File: config.mk
export PLATFORM = sky130hd
export DESIGN_NAME = adcrc_top
export DESIGN_NICKNAME = d
export VERILOG_FILES = /design/src/adcrc_pkg.sv /design/src/adcrc_top.sv
export VERILOG_INCLUDE_DIRS = /design/src
export SDC_FILE = /design/constraint.sdc
export NUM_CORES = 1
export LEC_CHECK = 0
export ABC_AREA = 0
export BUFFER_PORTS_ARGS = -buffer_cell sky130_fd_sc_hd__buf_2
export CAP_MARGIN = 10
export CORE_MARGIN = 2
export CORE_UTILIZATION = 45
export DETAILED_ROUTE_END_ITERATION = 6
export PLACE_DENSITY = 0.66
export SYNTH_ARGS = -nofsm -noshare
export SYNTH_HDL_FRONTEND = slang
export SYNTH_SLANG_ARGS = --single-unit
File: constraint.sdc
create_clock -name clk_sys_i -period 7.2 [get_ports clk_sys_i]
set_clock_uncertainty 0.05 [all_clocks]
set_input_delay 1.44 -clock clk_sys_i [delete_from_list [all_inputs] [get_ports clk_sys_i]]
set_output_delay 1.44 -clock clk_sys_i [all_outputs]
set_load 0.05 [all_outputs]
File: src/adcrc_consts.svh
// What this block does
// RULE1: writing one to start launches a sequence; zero ignored; reads zero
// RULE2: writing one to soft reset returns controller to reset; reads zero
// RULE3: sample-hold lasts field plus 3 divided clock periods
// RULE4: start-up wait lasts (field plus 1) times 8 divided clock periods
// RULE5: divided clock is input clock over twice (prescaler plus one)
// RULE6: sleep bit one selects sleep operation, zero normal
// RULE7: resolution bit one gives 8-bit results, zero 10-bit; resets zero
// RULE8: trigger select codes 0..5 internal triggers, code 6 external trigger
// RULE9: trigger enable zero ignores hardware triggers; software start still works
// RULE10: ones written to channel enable set channel status bits
// RULE11: ones written to channel disable clear channel status bits
// RULE12: channel status shows enabled channels; all disabled after reset
// RULE13: software must not disable channels while a conversion runs
// RULE14: status layout done, overrun, ready, global overrun, dma flags; resets 0xc0000
// RULE15: dma buffer-full status bit follows the dma buffer-full signal
// RULE16: eight read-only channel results at 0x30..0x4c, reset zero
// RULE17: read-only revision register at 0xfc, fixed content
// RULE18: sleep start powers cell, waits start-up, converts, powers down; busy ignores triggers
// RULE19: channel result read clears its done flag; last result read clears ready too
// RULE20: status read clears channel and global overrun flags
// RULE21: irq enable ones set mask bits, irq disable ones clear them
// RULE22: enabled hardware trigger starts on each synchronised rising edge
// RULE23: reserved bits ignore writes and read zero
`ifndef ADCRC_CONSTS_SVH
`define ADCRC_CONSTS_SVH
`define ADCRC_OFF_CTRL      8'h00
`define ADCRC_OFF_MODE      8'h04
`define ADCRC_OFF_CHEN      8'h10
`define ADCRC_OFF_CHDIS     8'h14
`define ADCRC_OFF_CHSTAT    8'h18
`define ADCRC_OFF_STAT      8'h1c
`define ADCRC_OFF_LAST      8'h20
`define ADCRC_OFF_IEN       8'h24
`define ADCRC_OFF_IDIS      8'h28
`define ADCRC_OFF_IMASK     8'h2c
`define ADCRC_OFF_RES0      8'h30
`define ADCRC_OFF_RES7      8'h4c
`define ADCRC_OFF_REV       8'hfc
`define ADCRC_BIT_SOFT_RESET     0
`define ADCRC_BIT_START     1
`define ADCRC_MODE_MASK     32'h0f7f_ff3f
`define ADCRC_STAT_MASK     32'h000f_ffff
`define ADCRC_STAT_RESET    32'h000c_0000
`define ADCRC_REV_VALUE     32'h0000_0100
`define ADCRC_SH_EXTRA      8'h03
`define ADCRC_SU_MULT       3
`define ADCRC_TRG_EXT       3'h6
`define ADCRC_CONV_CYC      8'h0a
`endif

File: src/adcrc_pkg.sv
package adcrc_pkg;
    typedef struct packed {
        logic [3:0] sample_hold_cycles;
        logic       rsv0;
        logic [6:0] startup;
        logic [7:0] clock_divider_sel;
        logic [1:0] rsv1;
        logic       sleep;
        logic       reduced_resolution_sel;
        logic [2:0] trigger_source_sel;
        logic       hw_trigger_en;
    } adcrc_mode_t;
    typedef enum logic [2:0] {
        ADCRC_IDLE  = 3'b000,
        ADCRC_WAKE  = 3'b001,
        ADCRC_PICK  = 3'b010,
        ADCRC_SHOLD = 3'b011,
        ADCRC_CONV  = 3'b100
    } adcrc_state_t;
endpackage

File: src/adcrc_top.sv
// The address-and-strobe port was decided locally.
`timescale 1ns/1ps
`include "adcrc_consts.svh"
module adcrc_top
    import adcrc_pkg::*;
(
    // clock and reset
    input  wire logic        clk_sys_i,
    input  wire logic        nrst_i,
    // register port
    input  wire logic [7:0]  addr_i,
    input  wire logic [31:0] wdata_i,
    input  wire logic        wr_i,
    input  wire logic        rd_i,
    output logic      [31:0] rdata_o,
    // triggers and dma
    input  wire logic [5:0]  int_trig_i,
    input  wire logic        ext_trig_i,
    input  wire logic        dma_rx_end_i,
    input  wire logic        dma_buf_full_i,
    // analog cell
    output logic             cell_power_o,
    output logic [2:0]       cell_chan_o,
    output logic             cell_sample_o,
    output logic             cell_start_o,
    output logic             cell_reduced_resolution_sel_o,
    input  wire logic [9:0]  cell_data_i,
    // mask output for the interrupt controller
    output logic [19:0]      irq_mask_o
);
    logic         rst_a_q, rst_n;
    logic         wr_ctl, soft_reset, srst_n;
    adcrc_mode_t  mode_q;
    logic [7:0]   chen_q, eoc_q, ovr_q;
    logic         result_ready_flag_q, global_overrun_flag_q, dma_receive_end_flag_q, dma_buffer_full_flag_q;
    logic [19:0]  imask_q;
    logic [9:0]   res_q [8];
    logic [9:0]   last_q;
    logic [2:0]   lastch_q;
    adcrc_state_t st_q;
    logic [8:0]   div_q;
    logic         tick;
    logic [10:0]  cnt_q;
    logic [2:0]   ch_q;
    logic [1:0]   trg_q;
    logic         trg_sel, trg_rise, start_req, sw_start, done_ev;
    logic [9:0]   conv_val;

    always_ff @(posedge clk_sys_i or negedge nrst_i) begin
        if (!nrst_i) begin
            rst_a_q <= 1'b0;
            rst_n   <= 1'b0;
        end else begin
            rst_a_q <= 1'b1;
            rst_n   <= rst_a_q;
        end
    end

    assign wr_ctl   = wr_i && addr_i == `ADCRC_OFF_CTRL;
    // soft reset synchronously clears mode, channel enables, irq mask, sequencer, results and status flags except the dma ones
    assign soft_reset    = wr_ctl && wdata_i[`ADCRC_BIT_SOFT_RESET]; // RULE2
    assign srst_n   = !soft_reset;
    assign sw_start = wr_ctl && wdata_i[`ADCRC_BIT_START]; // RULE1

    always_ff @(posedge clk_sys_i or negedge rst_n) begin
        if (!rst_n) begin
            mode_q <= '0;
        end else if (!srst_n) begin
            mode_q <= '0;
        end else if (wr_i && addr_i == `ADCRC_OFF_MODE) begin
            mode_q <= adcrc_mode_t'(wdata_i & `ADCRC_MODE_MASK); // RULE23
        end
    end

    always_ff @(posedge clk_sys_i or negedge rst_n) begin
        if (!rst_n) begin
            chen_q <= '0; // RULE12
        end else if (!srst_n) begin
            chen_q <= '0;
        end else if (wr_i && addr_i == `ADCRC_OFF_CHEN) begin
            chen_q <= chen_q | wdata_i[7:0]; // RULE10
        end else if (wr_i && addr_i == `ADCRC_OFF_CHDIS) begin
            chen_q <= chen_q & ~wdata_i[7:0]; // RULE11
        end
    end

    always_ff @(posedge clk_sys_i or negedge rst_n) begin
        if (!rst_n) begin
            imask_q <= '0;
        end else if (!srst_n) begin
            imask_q <= '0;
        end else if (wr_i && addr_i == `ADCRC_OFF_IEN) begin
            imask_q <= imask_q | wdata_i[19:0]; // RULE21
        end else if (wr_i && addr_i == `ADCRC_OFF_IDIS) begin
            imask_q <= imask_q & ~wdata_i[19:0]; // RULE21
        end
    end
    assign irq_mask_o = imask_q;

    // trigger edge detect; triggers are taken as synchronous to clk_sys_i
    always_comb begin
        trg_sel = ext_trig_i;
        if (mode_q.trigger_source_sel < `ADCRC_TRG_EXT) begin
            trg_sel = int_trig_i[mode_q.trigger_source_sel]; // RULE8
        end else if (mode_q.trigger_source_sel != `ADCRC_TRG_EXT) begin
            trg_sel = 1'b0;
        end
    end
    always_ff @(posedge clk_sys_i or negedge rst_n) begin
        if (!rst_n) begin
            trg_q <= '0;
        end else begin
            trg_q <= {trg_q[0], trg_sel};
        end
    end
    assign trg_rise  = trg_q[0] && !trg_q[1] && mode_q.hw_trigger_en; // RULE9 RULE22
    assign start_req = sw_start || trg_rise;

    // divided converter clock as a one-cycle tick
    // nine bits: the largest prescaler needs a reload of 511
    always_ff @(posedge clk_sys_i or negedge rst_n) begin
        if (!rst_n) begin
            div_q <= '0;
        end else if (st_q == ADCRC_IDLE || div_q == '0) begin
            div_q <= 9'((({2'b00, mode_q.clock_divider_sel} + 10'h1) << 1) - 10'h1); // RULE5
        end else begin
            div_q <= div_q - 9'h1;
        end
    end
    assign tick = st_q != ADCRC_IDLE && div_q == '0;

    assign conv_val = mode_q.reduced_resolution_sel ? {2'b00, cell_data_i[9:2]} : cell_data_i; // RULE7
    assign done_ev  = st_q == ADCRC_CONV && tick && cnt_q == 11'h1;

    always_ff @(posedge clk_sys_i or negedge rst_n) begin
        if (!rst_n) begin
            st_q  <= ADCRC_IDLE;
            cnt_q <= '0;
            ch_q  <= '0;
        end else if (!srst_n) begin
            st_q  <= ADCRC_IDLE;
            cnt_q <= '0;
            ch_q  <= '0;
        end else begin
            case (st_q)
                ADCRC_IDLE: begin
                    if (start_req && chen_q != '0) begin
                        ch_q <= '0;
                        if (mode_q.sleep) begin
                            st_q  <= ADCRC_WAKE; // RULE18 RULE6
                            cnt_q <= 11'({4'h0, mode_q.startup} + 11'h1) << `ADCRC_SU_MULT; // RULE4
                        end else begin
                            st_q <= ADCRC_PICK;
                        end
                    end
                end
                ADCRC_WAKE: begin
                    if (tick) begin
                        cnt_q <= cnt_q - 11'h1;
                        if (cnt_q == 11'h1) begin
                            st_q <= ADCRC_PICK;
                        end
                    end
                end
                ADCRC_PICK: begin
                    if (chen_q[ch_q]) begin
                        st_q  <= ADCRC_SHOLD;
                        cnt_q <= 11'({7'h0, mode_q.sample_hold_cycles} + 11'(`ADCRC_SH_EXTRA)); // RULE3
                    end else if (ch_q == 3'h7) begin
                        st_q <= ADCRC_IDLE;
                    end else begin
                        ch_q <= ch_q + 3'h1;
                    end
                end
                ADCRC_SHOLD: begin
                    if (tick) begin
                        cnt_q <= cnt_q - 11'h1;
                        if (cnt_q == 11'h1) begin
                            st_q  <= ADCRC_CONV;
                            cnt_q <= 11'(`ADCRC_CONV_CYC);
                        end
                    end
                end
                ADCRC_CONV: begin
                    if (tick) begin
                        cnt_q <= cnt_q - 11'h1;
                        if (cnt_q == 11'h1) begin
                            if (ch_q == 3'h7) begin
                                st_q <= ADCRC_IDLE;
                            end else begin
                                ch_q <= ch_q + 3'h1;
                                st_q <= ADCRC_PICK;
                            end
                        end
                    end
                end
                default: st_q <= ADCRC_IDLE;
            endcase
        end
    end

    // cell stays powered in normal mode; sleep mode powers it only while busy
    always_ff @(posedge clk_sys_i or negedge rst_n) begin
        if (!rst_n) begin
            cell_power_o  <= 1'b0;
            cell_chan_o   <= '0;
            cell_sample_o <= 1'b0;
            cell_start_o  <= 1'b0;
            cell_reduced_resolution_sel_o <= 1'b0;
        end else begin
            cell_power_o  <= !mode_q.sleep || st_q != ADCRC_IDLE; // RULE6 RULE18
            cell_chan_o   <= ch_q;
            cell_sample_o <= st_q == ADCRC_SHOLD;
            cell_start_o  <= st_q == ADCRC_SHOLD && tick && cnt_q == 11'h1;
            cell_reduced_resolution_sel_o <= mode_q.reduced_resolution_sel;
        end
    end

    always_ff @(posedge clk_sys_i or negedge rst_n) begin
        if (!rst_n) begin
            for (int i = 0; i < 8; i++) begin
                res_q[i] <= '0; // RULE16
            end
            last_q   <= '0;
            lastch_q <= '0;
        end else if (!srst_n) begin
            for (int i = 0; i < 8; i++) begin
                res_q[i] <= '0;
            end
            last_q   <= '0;
            lastch_q <= '0;
        end else if (done_ev) begin
            res_q[ch_q] <= conv_val;
            last_q      <= conv_val;
            lastch_q    <= ch_q;
        end
    end

    // status flags: a new conversion wins over a clearing read in the same cycle
    logic       rd_stat, rd_last, rd_res;
    logic [7:0] ch_hot, rd_hot;
    assign rd_stat = rd_i && addr_i == `ADCRC_OFF_STAT;
    assign rd_last = rd_i && addr_i == `ADCRC_OFF_LAST;
    assign rd_res  = rd_i && addr_i >= `ADCRC_OFF_RES0 && addr_i <= `ADCRC_OFF_RES7
                     && addr_i[1:0] == 2'b00;
    assign ch_hot  = done_ev ? (8'h1 << ch_q) : 8'h0;
    always_comb begin
        rd_hot = '0;
        if (rd_res) begin
            rd_hot = 8'h1 << 3'(addr_i[5:2] - 4'hc); // RULE19
        end
        if (rd_last) begin
            rd_hot = rd_hot | (8'h1 << lastch_q); // RULE19
        end
    end

    always_ff @(posedge clk_sys_i or negedge rst_n) begin
        if (!rst_n) begin
            eoc_q   <= '0;
            ovr_q   <= '0;
            result_ready_flag_q  <= 1'b0;
            global_overrun_flag_q <= 1'b0;
        end else if (!srst_n) begin
            eoc_q   <= '0;
            ovr_q   <= '0;
            result_ready_flag_q  <= 1'b0;
            global_overrun_flag_q <= 1'b0;
        end else begin
            eoc_q   <= (eoc_q & ~rd_hot) | ch_hot;
            ovr_q   <= (rd_stat ? 8'h0 : ovr_q) | (ch_hot & eoc_q); // RULE20
            result_ready_flag_q  <= (result_ready_flag_q && !rd_last) || done_ev;
            global_overrun_flag_q <= (global_overrun_flag_q && !rd_stat) || (done_ev && result_ready_flag_q); // RULE20
        end
    end

    // dma flags follow their inputs; reset value sets both high
    always_ff @(posedge clk_sys_i or negedge rst_n) begin
        if (!rst_n) begin
            dma_receive_end_flag_q  <= 1'b1;
            dma_buffer_full_flag_q <= 1'b1;
        end else begin
            dma_receive_end_flag_q  <= dma_rx_end_i;
            dma_buffer_full_flag_q <= dma_buf_full_i; // RULE15
        end
    end

    logic [31:0] rd_mux;
    always_comb begin
        rd_mux = '0; // RULE23
        case (addr_i)
            `ADCRC_OFF_MODE:   rd_mux = 32'(mode_q);
            `ADCRC_OFF_CHSTAT: rd_mux = {24'h0, chen_q}; // RULE12
            `ADCRC_OFF_STAT:   rd_mux = {12'h0, dma_buffer_full_flag_q, dma_receive_end_flag_q, global_overrun_flag_q, result_ready_flag_q,
                                         ovr_q, eoc_q}; // RULE14
            `ADCRC_OFF_LAST:   rd_mux = {22'h0, last_q};
            `ADCRC_OFF_IMASK:  rd_mux = {12'h0, imask_q};
            `ADCRC_OFF_REV:    rd_mux = `ADCRC_REV_VALUE; // arbitrary value RULE17
            default: begin
                if (rd_res) begin
                    rd_mux = {22'h0, res_q[3'(addr_i[5:2] - 4'hc)]};
                end
            end
        endcase
    end

    always_ff @(posedge clk_sys_i or negedge rst_n) begin
        if (!rst_n) begin
            rdata_o <= '0;
        end else begin
            rdata_o <= rd_i ? rd_mux : 32'h0;
        end
    end

    chk_start_launch: assert property (@(posedge clk_sys_i) disable iff (!rst_n) // RULE1
        (st_q == ADCRC_IDLE && sw_start && !soft_reset && chen_q != '0) |=> st_q != ADCRC_IDLE)
        else $error("start did not launch a sequence");
    chk_soft_reset_clear: assert property (@(posedge clk_sys_i) disable iff (!rst_n) // RULE2
        soft_reset |=> (chen_q == '0 && mode_q == '0 && st_q == ADCRC_IDLE))
        else $error("soft reset left state behind");
    chk_chen_set: assert property (@(posedge clk_sys_i) disable iff (!rst_n) // RULE10
        (wr_i && addr_i == `ADCRC_OFF_CHEN) |=> ((chen_q & $past(wdata_i[7:0])) == $past(wdata_i[7:0])))
        else $error("channel enable failed");
    chk_chdis_clear: assert property (@(posedge clk_sys_i) disable iff (!rst_n) // RULE11
        (wr_i && addr_i == `ADCRC_OFF_CHDIS) |=> ((chen_q & $past(wdata_i[7:0])) == 8'h0))
        else $error("channel disable failed");
    chk_dma_buffer_full_flag_follow: assert property (@(posedge clk_sys_i) disable iff (!rst_n) // RULE15
        ##1 dma_buffer_full_flag_q == $past(dma_buf_full_i))
        else $error("buffer full flag does not follow");
    chk_ovr_clear: assert property (@(posedge clk_sys_i) disable iff (!rst_n) // RULE20
        (rd_stat && !done_ev) |=> (ovr_q == '0 && !global_overrun_flag_q))
        else $error("overrun flags not cleared by status read");
    chk_trig_ignore: assert property (@(posedge clk_sys_i) disable iff (!rst_n) // RULE9
        (st_q == ADCRC_IDLE && !mode_q.hw_trigger_en && !sw_start) |=> st_q == ADCRC_IDLE)
        else $error("sequence started without enabled trigger");
    chk_result_ready_flag_set: assert property (@(posedge clk_sys_i) disable iff (!rst_n) // RULE19
        (done_ev && !soft_reset) |=> (result_ready_flag_q && eoc_q[$past(ch_q)]))
        else $error("ready not set on conversion end");
    // register map, flag and sequencer checks
    chk_reduced_resolution_sel_data: assert property (@(posedge clk_sys_i) disable iff (!rst_n) // RULE7
        (done_ev && !soft_reset && mode_q.reduced_resolution_sel) |=> last_q[9:8] == 2'b00)
        else $error("reduced result too wide");
    chk_sleep_power: assert property (@(posedge clk_sys_i) disable iff (!rst_n) // RULE18
        (mode_q.sleep && st_q == ADCRC_IDLE) |=> !cell_power_o)
        else $error("idle cell powered in sleep");
    // sampled rst_n keeps the first edge after reset out
    chk_normal_power: assert property (@(posedge clk_sys_i) disable iff (!rst_n) // RULE6
        (rst_n && !mode_q.sleep) |=> cell_power_o)
        else $error("cell off in normal mode");
    chk_tick_gap: assert property (@(posedge clk_sys_i) disable iff (!rst_n) // RULE5
        tick |=> !tick)
        else $error("divided clock too fast");
    chk_rsvd_zero: assert property (@(posedge clk_sys_i) disable iff (!rst_n) // RULE23
        (rd_i && addr_i == `ADCRC_OFF_STAT) |=> rdata_o[31:20] == 12'h0)
        else $error("reserved status bits set");
    chk_wo_zero: assert property (@(posedge clk_sys_i) disable iff (!rst_n) // RULE1 RULE10
        (rd_i && (addr_i == `ADCRC_OFF_CTRL || addr_i == `ADCRC_OFF_CHEN)) |=> rdata_o == 32'h0)
        else $error("write-only read nonzero");
    chk_res0_clear: assert property (@(posedge clk_sys_i) disable iff (!rst_n) // RULE19
        (rd_i && addr_i == `ADCRC_OFF_RES0 && !done_ev) |=> !eoc_q[0])
        else $error("result read kept done flag");
    chk_last_clear: assert property (@(posedge clk_sys_i) disable iff (!rst_n) // RULE19
        (rd_last && !done_ev) |=> !result_ready_flag_q)
        else $error("last read kept ready");
    chk_rev_read: assert property (@(posedge clk_sys_i) disable iff (!rst_n) // RULE17
        (rd_i && addr_i == `ADCRC_OFF_REV) |=> rdata_o == `ADCRC_REV_VALUE)
        else $error("revision misread");
    chk_trig_start: assert property (@(posedge clk_sys_i) disable iff (!rst_n) // RULE22
        (st_q == ADCRC_IDLE && trg_rise && !soft_reset && chen_q != '0) |=> st_q != ADCRC_IDLE)
        else $error("trigger edge ignored");
    chk_ovr_set: assert property (@(posedge clk_sys_i) disable iff (!rst_n) // RULE14
        (done_ev && !soft_reset && eoc_q[ch_q]) |=> ovr_q[$past(ch_q)])
        else $error("overrun not flagged");
endmodule

Word level (Yosys, flattened, before mapping)
Cells that the tools add are included.
{"block": "classes", "n_mux": 67, "bitwise_logic": 14, "n_shift": 3, "n_eq_ne": 29, "magnitude_cmp": 8, "n_reduce_logical": 50, "addsub": 8}
{"op": "$pmux W28 S6", "count": 1}
{"op": "$mux W80", "count": 2}
{"op": "$bwmux W80", "count": 1}
{"op": "$mux W11", "count": 7}
{"op": "$mux W8", "count": 9}
{"op": "$mux W10", "count": 7}
{"op": "$mux W20", "count": 3}
{"op": "$mux W28", "count": 2}
{"op": "$mux W3", "count": 18}
{"op": "$pmux W11 S4", "count": 1}
{"op": "$eq A8 B5 Y1 const B", "count": 4}
{"op": "$eq A8 B6 Y1 const B", "count": 4}
{"op": "$mux W32", "count": 1}
{"op": "$or A8 B8 Y8", "count": 4}
{"op": "$bmux W10 S3", "count": 1}
{"op": "$demux W10 S3", "count": 1}
{"op": "$ne A3 B3 Y1 const B", "count": 9}
{"op": "$logic_and A1 B1 Y1", "count": 25}
{"op": "$and A8 B8 Y8", "count": 3}
{"op": "$shl A1 B3 Y8 const A", "count": 3}
{"op": "$and A20 B20 Y20", "count": 1}
{"op": "$not A20 Y20", "count": 1}
{"op": "$or A20 B20 Y20", "count": 1}
{"op": "$sub A9 B1 Y9 const B", "count": 2}
{"op": "44 further kinds", "count": 68}
{"block": "totals", "in_bits": 63, "regBits": 238, "elab_cells": 219, "output_inout_bits": 59}

Logic depth before layout (Yosys ltp)
{"block": "logic_depth", "word_depth": 11, "depth_mapped": 9, "mapped_depth_nobuf": 8}

Least setup slack after synthesis
No wires, ideal clock.
{"block": "synth_timing", "path_kind": "input port to flip-flop", "startpoint": "in addr_i[4]", "endpoint": "reg cnt_q[2]", "setup_ns": 0.122, "t_arrival_ns": 3.426, "slack_ns": 3.603, "n_path_buf": 2, "stages": 8, "t_required_ns": 7.028, "cell_sequence": "buf_6 -> or4_4 -> nor4b_4 -> a311oi_1 -> or3_1 -> buf_2 -> a21o_1 -> a32o_1"}
{"block": "synth_via", "elab_chain_cells": 7, "elab_cells_between_ends": 14, "cone_classes": "eq/ne (5); mux (1); reduce/logical (8)"}
{"element": "start, declared", "line": "adcrc_top.sv:11", "rtl": "input wire logic [7:0] addr_i,"}
{"element": "$logic_not A8 Y1 (no source line) (*)"}
{"element": "$logic_and A1 B1 Y1 (no source line) (*)"}
{"element": "$logic_and A1 B1 Y1", "line": "adcrc_top.sv:63", "rtl": "assign sw_start = wr_ctl && wdata_i[`ADCRC_BIT_START];"}
{"element": "$logic_or A1 B1 Y1", "line": "adcrc_top.sv:117", "rtl": "assign start_req = sw_start || trg_rise;"}
{"element": "$logic_and A1 B1 Y1", "line": "adcrc_top.sv:147", "rtl": "if (start_req && chen_q != '0) begin"}
{"element": "$ne A3 B2 Y1 (no source line)"}
{"element": "$reduce_and A6 Y1 (no source line)"}
{"element": "end signal, assigned", "line": "adcrc_top.sv:151", "rtl": "cnt_q <= 11'({4'h0, mode_q.startup} + 11'h1) << `ADCRC_SU_MULT;"}
{"element": "end signal, assigned", "line": "adcrc_top.sv:159", "rtl": "cnt_q <= cnt_q - 11'h1;"}
{"element": "end signal, assigned", "line": "adcrc_top.sv:168", "rtl": "cnt_q <= 11'({7'h0, mode_q.sample_hold_cycles} + 11'(`ADCRC_SH_EXTRA));"}
{"element": "end, declared", "line": "adcrc_top.sv:43", "rtl": "logic [10:0] cnt_q;"}
Every way passes the cells marked *; elsewhere a longest branch is shown, timed or not.
A chain may end at the register's enable or synchronous reset.

Final worst setup path
{"block": "layout_timing", "startpoint": "in addr_i[3]", "endpoint": "reg rdata_o[0]"}
{"block": "layout_via", "elab_chain_cells": 8, "elab_cells_between_ends": 19, "cone_classes": "add/sub (1); order compare (2); eq/ne (6); mux (6); bitwise (1); reduce/logical (3)"}
{"element": "$sub A3 B3 Y3", "line": "adcrc_top.sv:300", "rtl": "rd_mux = {22'h0, res_q[3'(addr_i[5:2] - 4'hc)]};"}
{"element": "$not A3 Y4 (implied by the code)", "line": "adcrc_top.sv:300"}
{"element": "$bmux W10 S3", "line": "adcrc_top.sv:300"}
{"element": "$mux W10 (implied by the code) (2 in series)", "line": "adcrc_top.sv:300"}
{"element": "$mux W10", "line": "adcrc_top.sv:299", "rtl": "if (rd_res) begin"}
{"element": "$pmux W28 S6 (*)", "line": "adcrc_top.sv:290", "rtl": "case (addr_i)"}
{"element": "$mux W32 (*)", "line": "adcrc_top.sv:310", "rtl": "rdata_o <= rd_i ? rd_mux : 32'h0;"}
{"element": "end signal, assigned", "line": "adcrc_top.sv:310"}
{"element": "end, declared", "line": "adcrc_top.sv:15", "rtl": "output logic [31:0] rdata_o,"}
Every way passes the cells marked *; elsewhere a longest branch is shown, timed or not. The select of a mux whose other input is x is not followed.

==> summary.md <==
| Metric | Value |
|---|---|
| Min-Delay Path Class | reg2reg |
| Mean Syn Cell Area | 9.656 um^2 |
| Reg area | between 0.005 and 0.006 mm^2 |
| Largest net degree at the start of global routing | ~130 |
| FMAX | around 240 MHz |
| Via count | between 9k and 10k |
| Top cell type's share of synthesized area | 50.81% |
| Share of layout cells above drive strength 1 | 17.34% |
| Antenna Nets Post-Route | 0 |
| Status | finished, final reports clean |
| CP Capture Type | flip-flop |
| Sink Count | 230 |
| Hold Fails Final Rpt | 0 |
| Netlist cell types | 71 |
| Cell Area, Synth | roughly 0.011 mm^2 |
| Most common flop cell mapped by yosys | dfrtp_1 |
| GPL Wtd Cong | slightly below 0.9 |
| Height of the chip | 162.0 um |
| Clock Path Buffers | 3 |
| RSZ-0062 raised after global routing | no |
| Fin util | 53.05% |
| Setup_tns | 0 ns |
| Pwr Density | about 250 mW/mm^2 |
| FF-to-FF path depth | 6 |
| Worst-path clk slew | roughly 0.06 ns |
| Share of flip-flops with an asynchronous set or reset | 100.0% |
| Via/cell ratio | around 6.1 |
| Routed WL per cell | 21.22 um |
| Iter 0 DRT Violations | 1120 |
| WP data arrival | between 4 and 5 ns |
| Clk root buf | clkbuf_16 |
| Max VDD drop | 0.0001857 V |
| Post-route setup slack | 3.093 ns |
| Pwr Total | roughly 3.2 mW |
| First-pass GRT wire length | 53.10 mm |
| H-tree Lvls | 1 |
| Area Overhead vs Synth | 15.22% |
| Core Area | 0.02439 mm^2 |
| Sequential area share after synthesis | 51.28% |
| Tcrit/Tclk final | 57.05% |
| Synth cell count leaders | dfrtp_1, nand2_1, o21ai_0, a21oi_1, nor2_1 |
| Startpoint types | primary input |
| Synth area leaders | dfrtp_1, nand2_1, o21ai_0 |
| Worst Path Required | 7.51 ns |
| Fin nets | 1313 |
| CP max FO | between 50 and 60 |
| Clk Latency, worst-skew pair | 0.53 ns |
| Synthesized flop and latch total | 230 |
| GR Overflow Total | 0 |
| DIE AREA | 0.02623 mm^2 |
| Post-CTS Setup Bufs | 0 |
| DR pass1 iterations | 7 |
| Most numerous cell in the Yosys netlist | dfrtp_1 |
| Initial antenna violation count | 1 |
| Post-synth EDFFs | 0 |
| Synth Warn # | 0 |
| TritonCTS clock tree | built |
| Post-synthesis cell count | roughly 1.2k |
| Final Setup Violations | 0 |
| Final slew viol count | 0 |
| PostCTS Resize Cnt | 0 |
| CTS Hold Buffers Added | 0 |
| Chip width | around 160 um |
| Setup Crit Path Kind | in2reg |
| Placed Cells | between 1.5k and 2k |
| Final HPWL DP | around 23 mm |
| Worst Tran Pin Value | roughly 1.2 ns |
| Yosys top cell by area | dfrtp_1 |
| Hold Crit Depth | 0 |
| Filler Cell Count | approximately 2.2k |
| Count of standard-cell rows | between 50 and 60 |
| Buffers on Ports | around 110 |
| # DRC | 0 |
| Final std cells w/o fill | approximately 1.6k |
| Initial Utilization | 46.04% |
| Total CTS buffers | 26 |
| Vias in the first global route | a little over 9k |
| Total of max-cap violations | 0 |
| Top Ports | approximately 120 |
| Total Routing Usage GR | 25.81% |
| Min Clock Period, post-route | 4.107 ns |
| Setup WS pre-CTS | around 2.5 ns |
| Lkg Pwr | roughly 5.6 nW |
| Area of the multi-input gates | a little over 0.005 mm^2 |
| Total wire length | between 30 and 40 mm |
| Max-Slew Margin vs Limit | between 10% and 20% |
-- through the flow --
step                hold slack, ns  cell area (um^2)
finish                      0.3046             12940
global route                0.3184             12940
CTS                         0.3066             12940
detailed placement          0.2926             11990
global placement            0.2890             11990
floorplan                   0.2812             11240
-- cells by family (layout without fill, tap and decap cells) --
logic type      count (synthesis)  after routing  synth area share, %
simple gates                  427            427                17.54
compound gates                326            326                18.08
flops                         230            230                51.28
buf+inv                       101            191                3.655
mux                            43             43                6.295
xor+xnor                       21             21                1.638
fa+ha+maj                      13             13                1.449
other cells                     2              7              0.06688
-- state kept, by name, indices dropped and copies added (netlist names), 2 cells and up --
name / flops
trg_q: 2
div_q: 9
cell_chan_o: 3
cnt_q: 11
rdata_o: 27
ch_q: 3
res_q: 80
mode_q: 25
st_q: 3
last_q: 10
eoc_q: 8
ovr_q: 8
irq_mask_o: 20
lastch_q: 3
chen_q: 8
-- power breakdown --
part	switching, mW	leakage, nW	total [mW]	internal [mW]
logic	0.206	2.15	0.332	0.125
clock network	0.542	0.479	1.46	0.915
registers	0.0887	3.01	1.45	1.36
total	0.837	5.63	3.24	2.40
-- layout by cell type, fill, tap and decap left out, drive strengths merged, types with 5 or more instances in the layout --
| cell type | netlist | final |
|---|---|---|
| a211oi | 21 | 21 |
| clkbuf | 59 | 29 |
| nand2 | 205 | 205 |
| a22oi | 8 | 8 |
| xnor2 | 13 | 13 |
| and3 | 14 | 14 |
| mux4 | 21 | 21 |
| bufinv | 0 | 6 |
| nand4b | 5 | 5 |
| nor4 | 14 | 14 |
| clkinv | 2 | 14 |
| buf | 21 | 122 |
| inv | 19 | 19 |
| and2 | 9 | 9 |
| o22ai | 7 | 7 |
| nor2b | 5 | 5 |
| conb | 2 | 6 |
| dfrtp | 228 | 228 |
| or3 | 11 | 11 |
| a222oi | 22 | 22 |
| ha | 13 | 13 |
| a32oi | 15 | 15 |
| nor3 | 14 | 14 |
| a21oi | 98 | 98 |
| xor2 | 8 | 8 |
| o21ai | 102 | 102 |
| mux2i | 11 | 11 |
| nand3 | 50 | 50 |
| nor2 | 78 | 78 |
| a31oi | 16 | 16 |
| mux2 | 11 | 11 |
-- area by class of cell --
type | instances | area share (%)
antenna | 1 | 0.01934
clock buffer | 29 | 5.435
clock inverter | 19 | 1.915
inverter | 21 | 0.6092
multi-input combinational | 836 | 39.33
sequential | 230 | 44.53
tap | 324 | 3.133
timing repair buffer | 122 | 5.029
-- worst paths after layout --
kind,from,endpoint,slack (ns)
worst max-delay path,addr_i[3],rdata_o[0]$_DFF_PN0_,3.09
worst min-delay path,rst_a_q$_DFF_PN0_,rst_n$_DFF_PN0_,0.30
worst max register to register,cnt_q[4]$_DFFE_PN0P_,res_q[60]$_DFFE_PN0P_,4.00
worst min register to register,rst_a_q$_DFF_PN0_,rst_n$_DFF_PN0_,0.30
max in group asynchronous,rst_n$_DFF_PN0_,res_q[35]$_DFFE_PN0P_,5.60
min in group asynchronous,rst_n$_DFF_PN0_,cell_power_o$_DFF_PN0_,0.33
-- metal layers --
metal  vias to the layer above  wire, um  global-route usage, %  part of all wire, %
met5                         -         0                      0                    0
met4                         0       936                  8.045                  2.8
met3                        63      2464                  3.601                  7.3
met2                       384     15750                  40.66                   47
met1                      4765     14410                  37.28                   43
li1                       4371         -                      -                    -
-- worst max-delay path: stages --
cell and delay, ns:
buf_2 0.61, nand2b_1 0.30, nor3_2 0.07, buf_4 0.28, or4_1 0.58, o21ai_1 0.89
o22ai_1 0.23
Power figures use the tool's default switching activity.
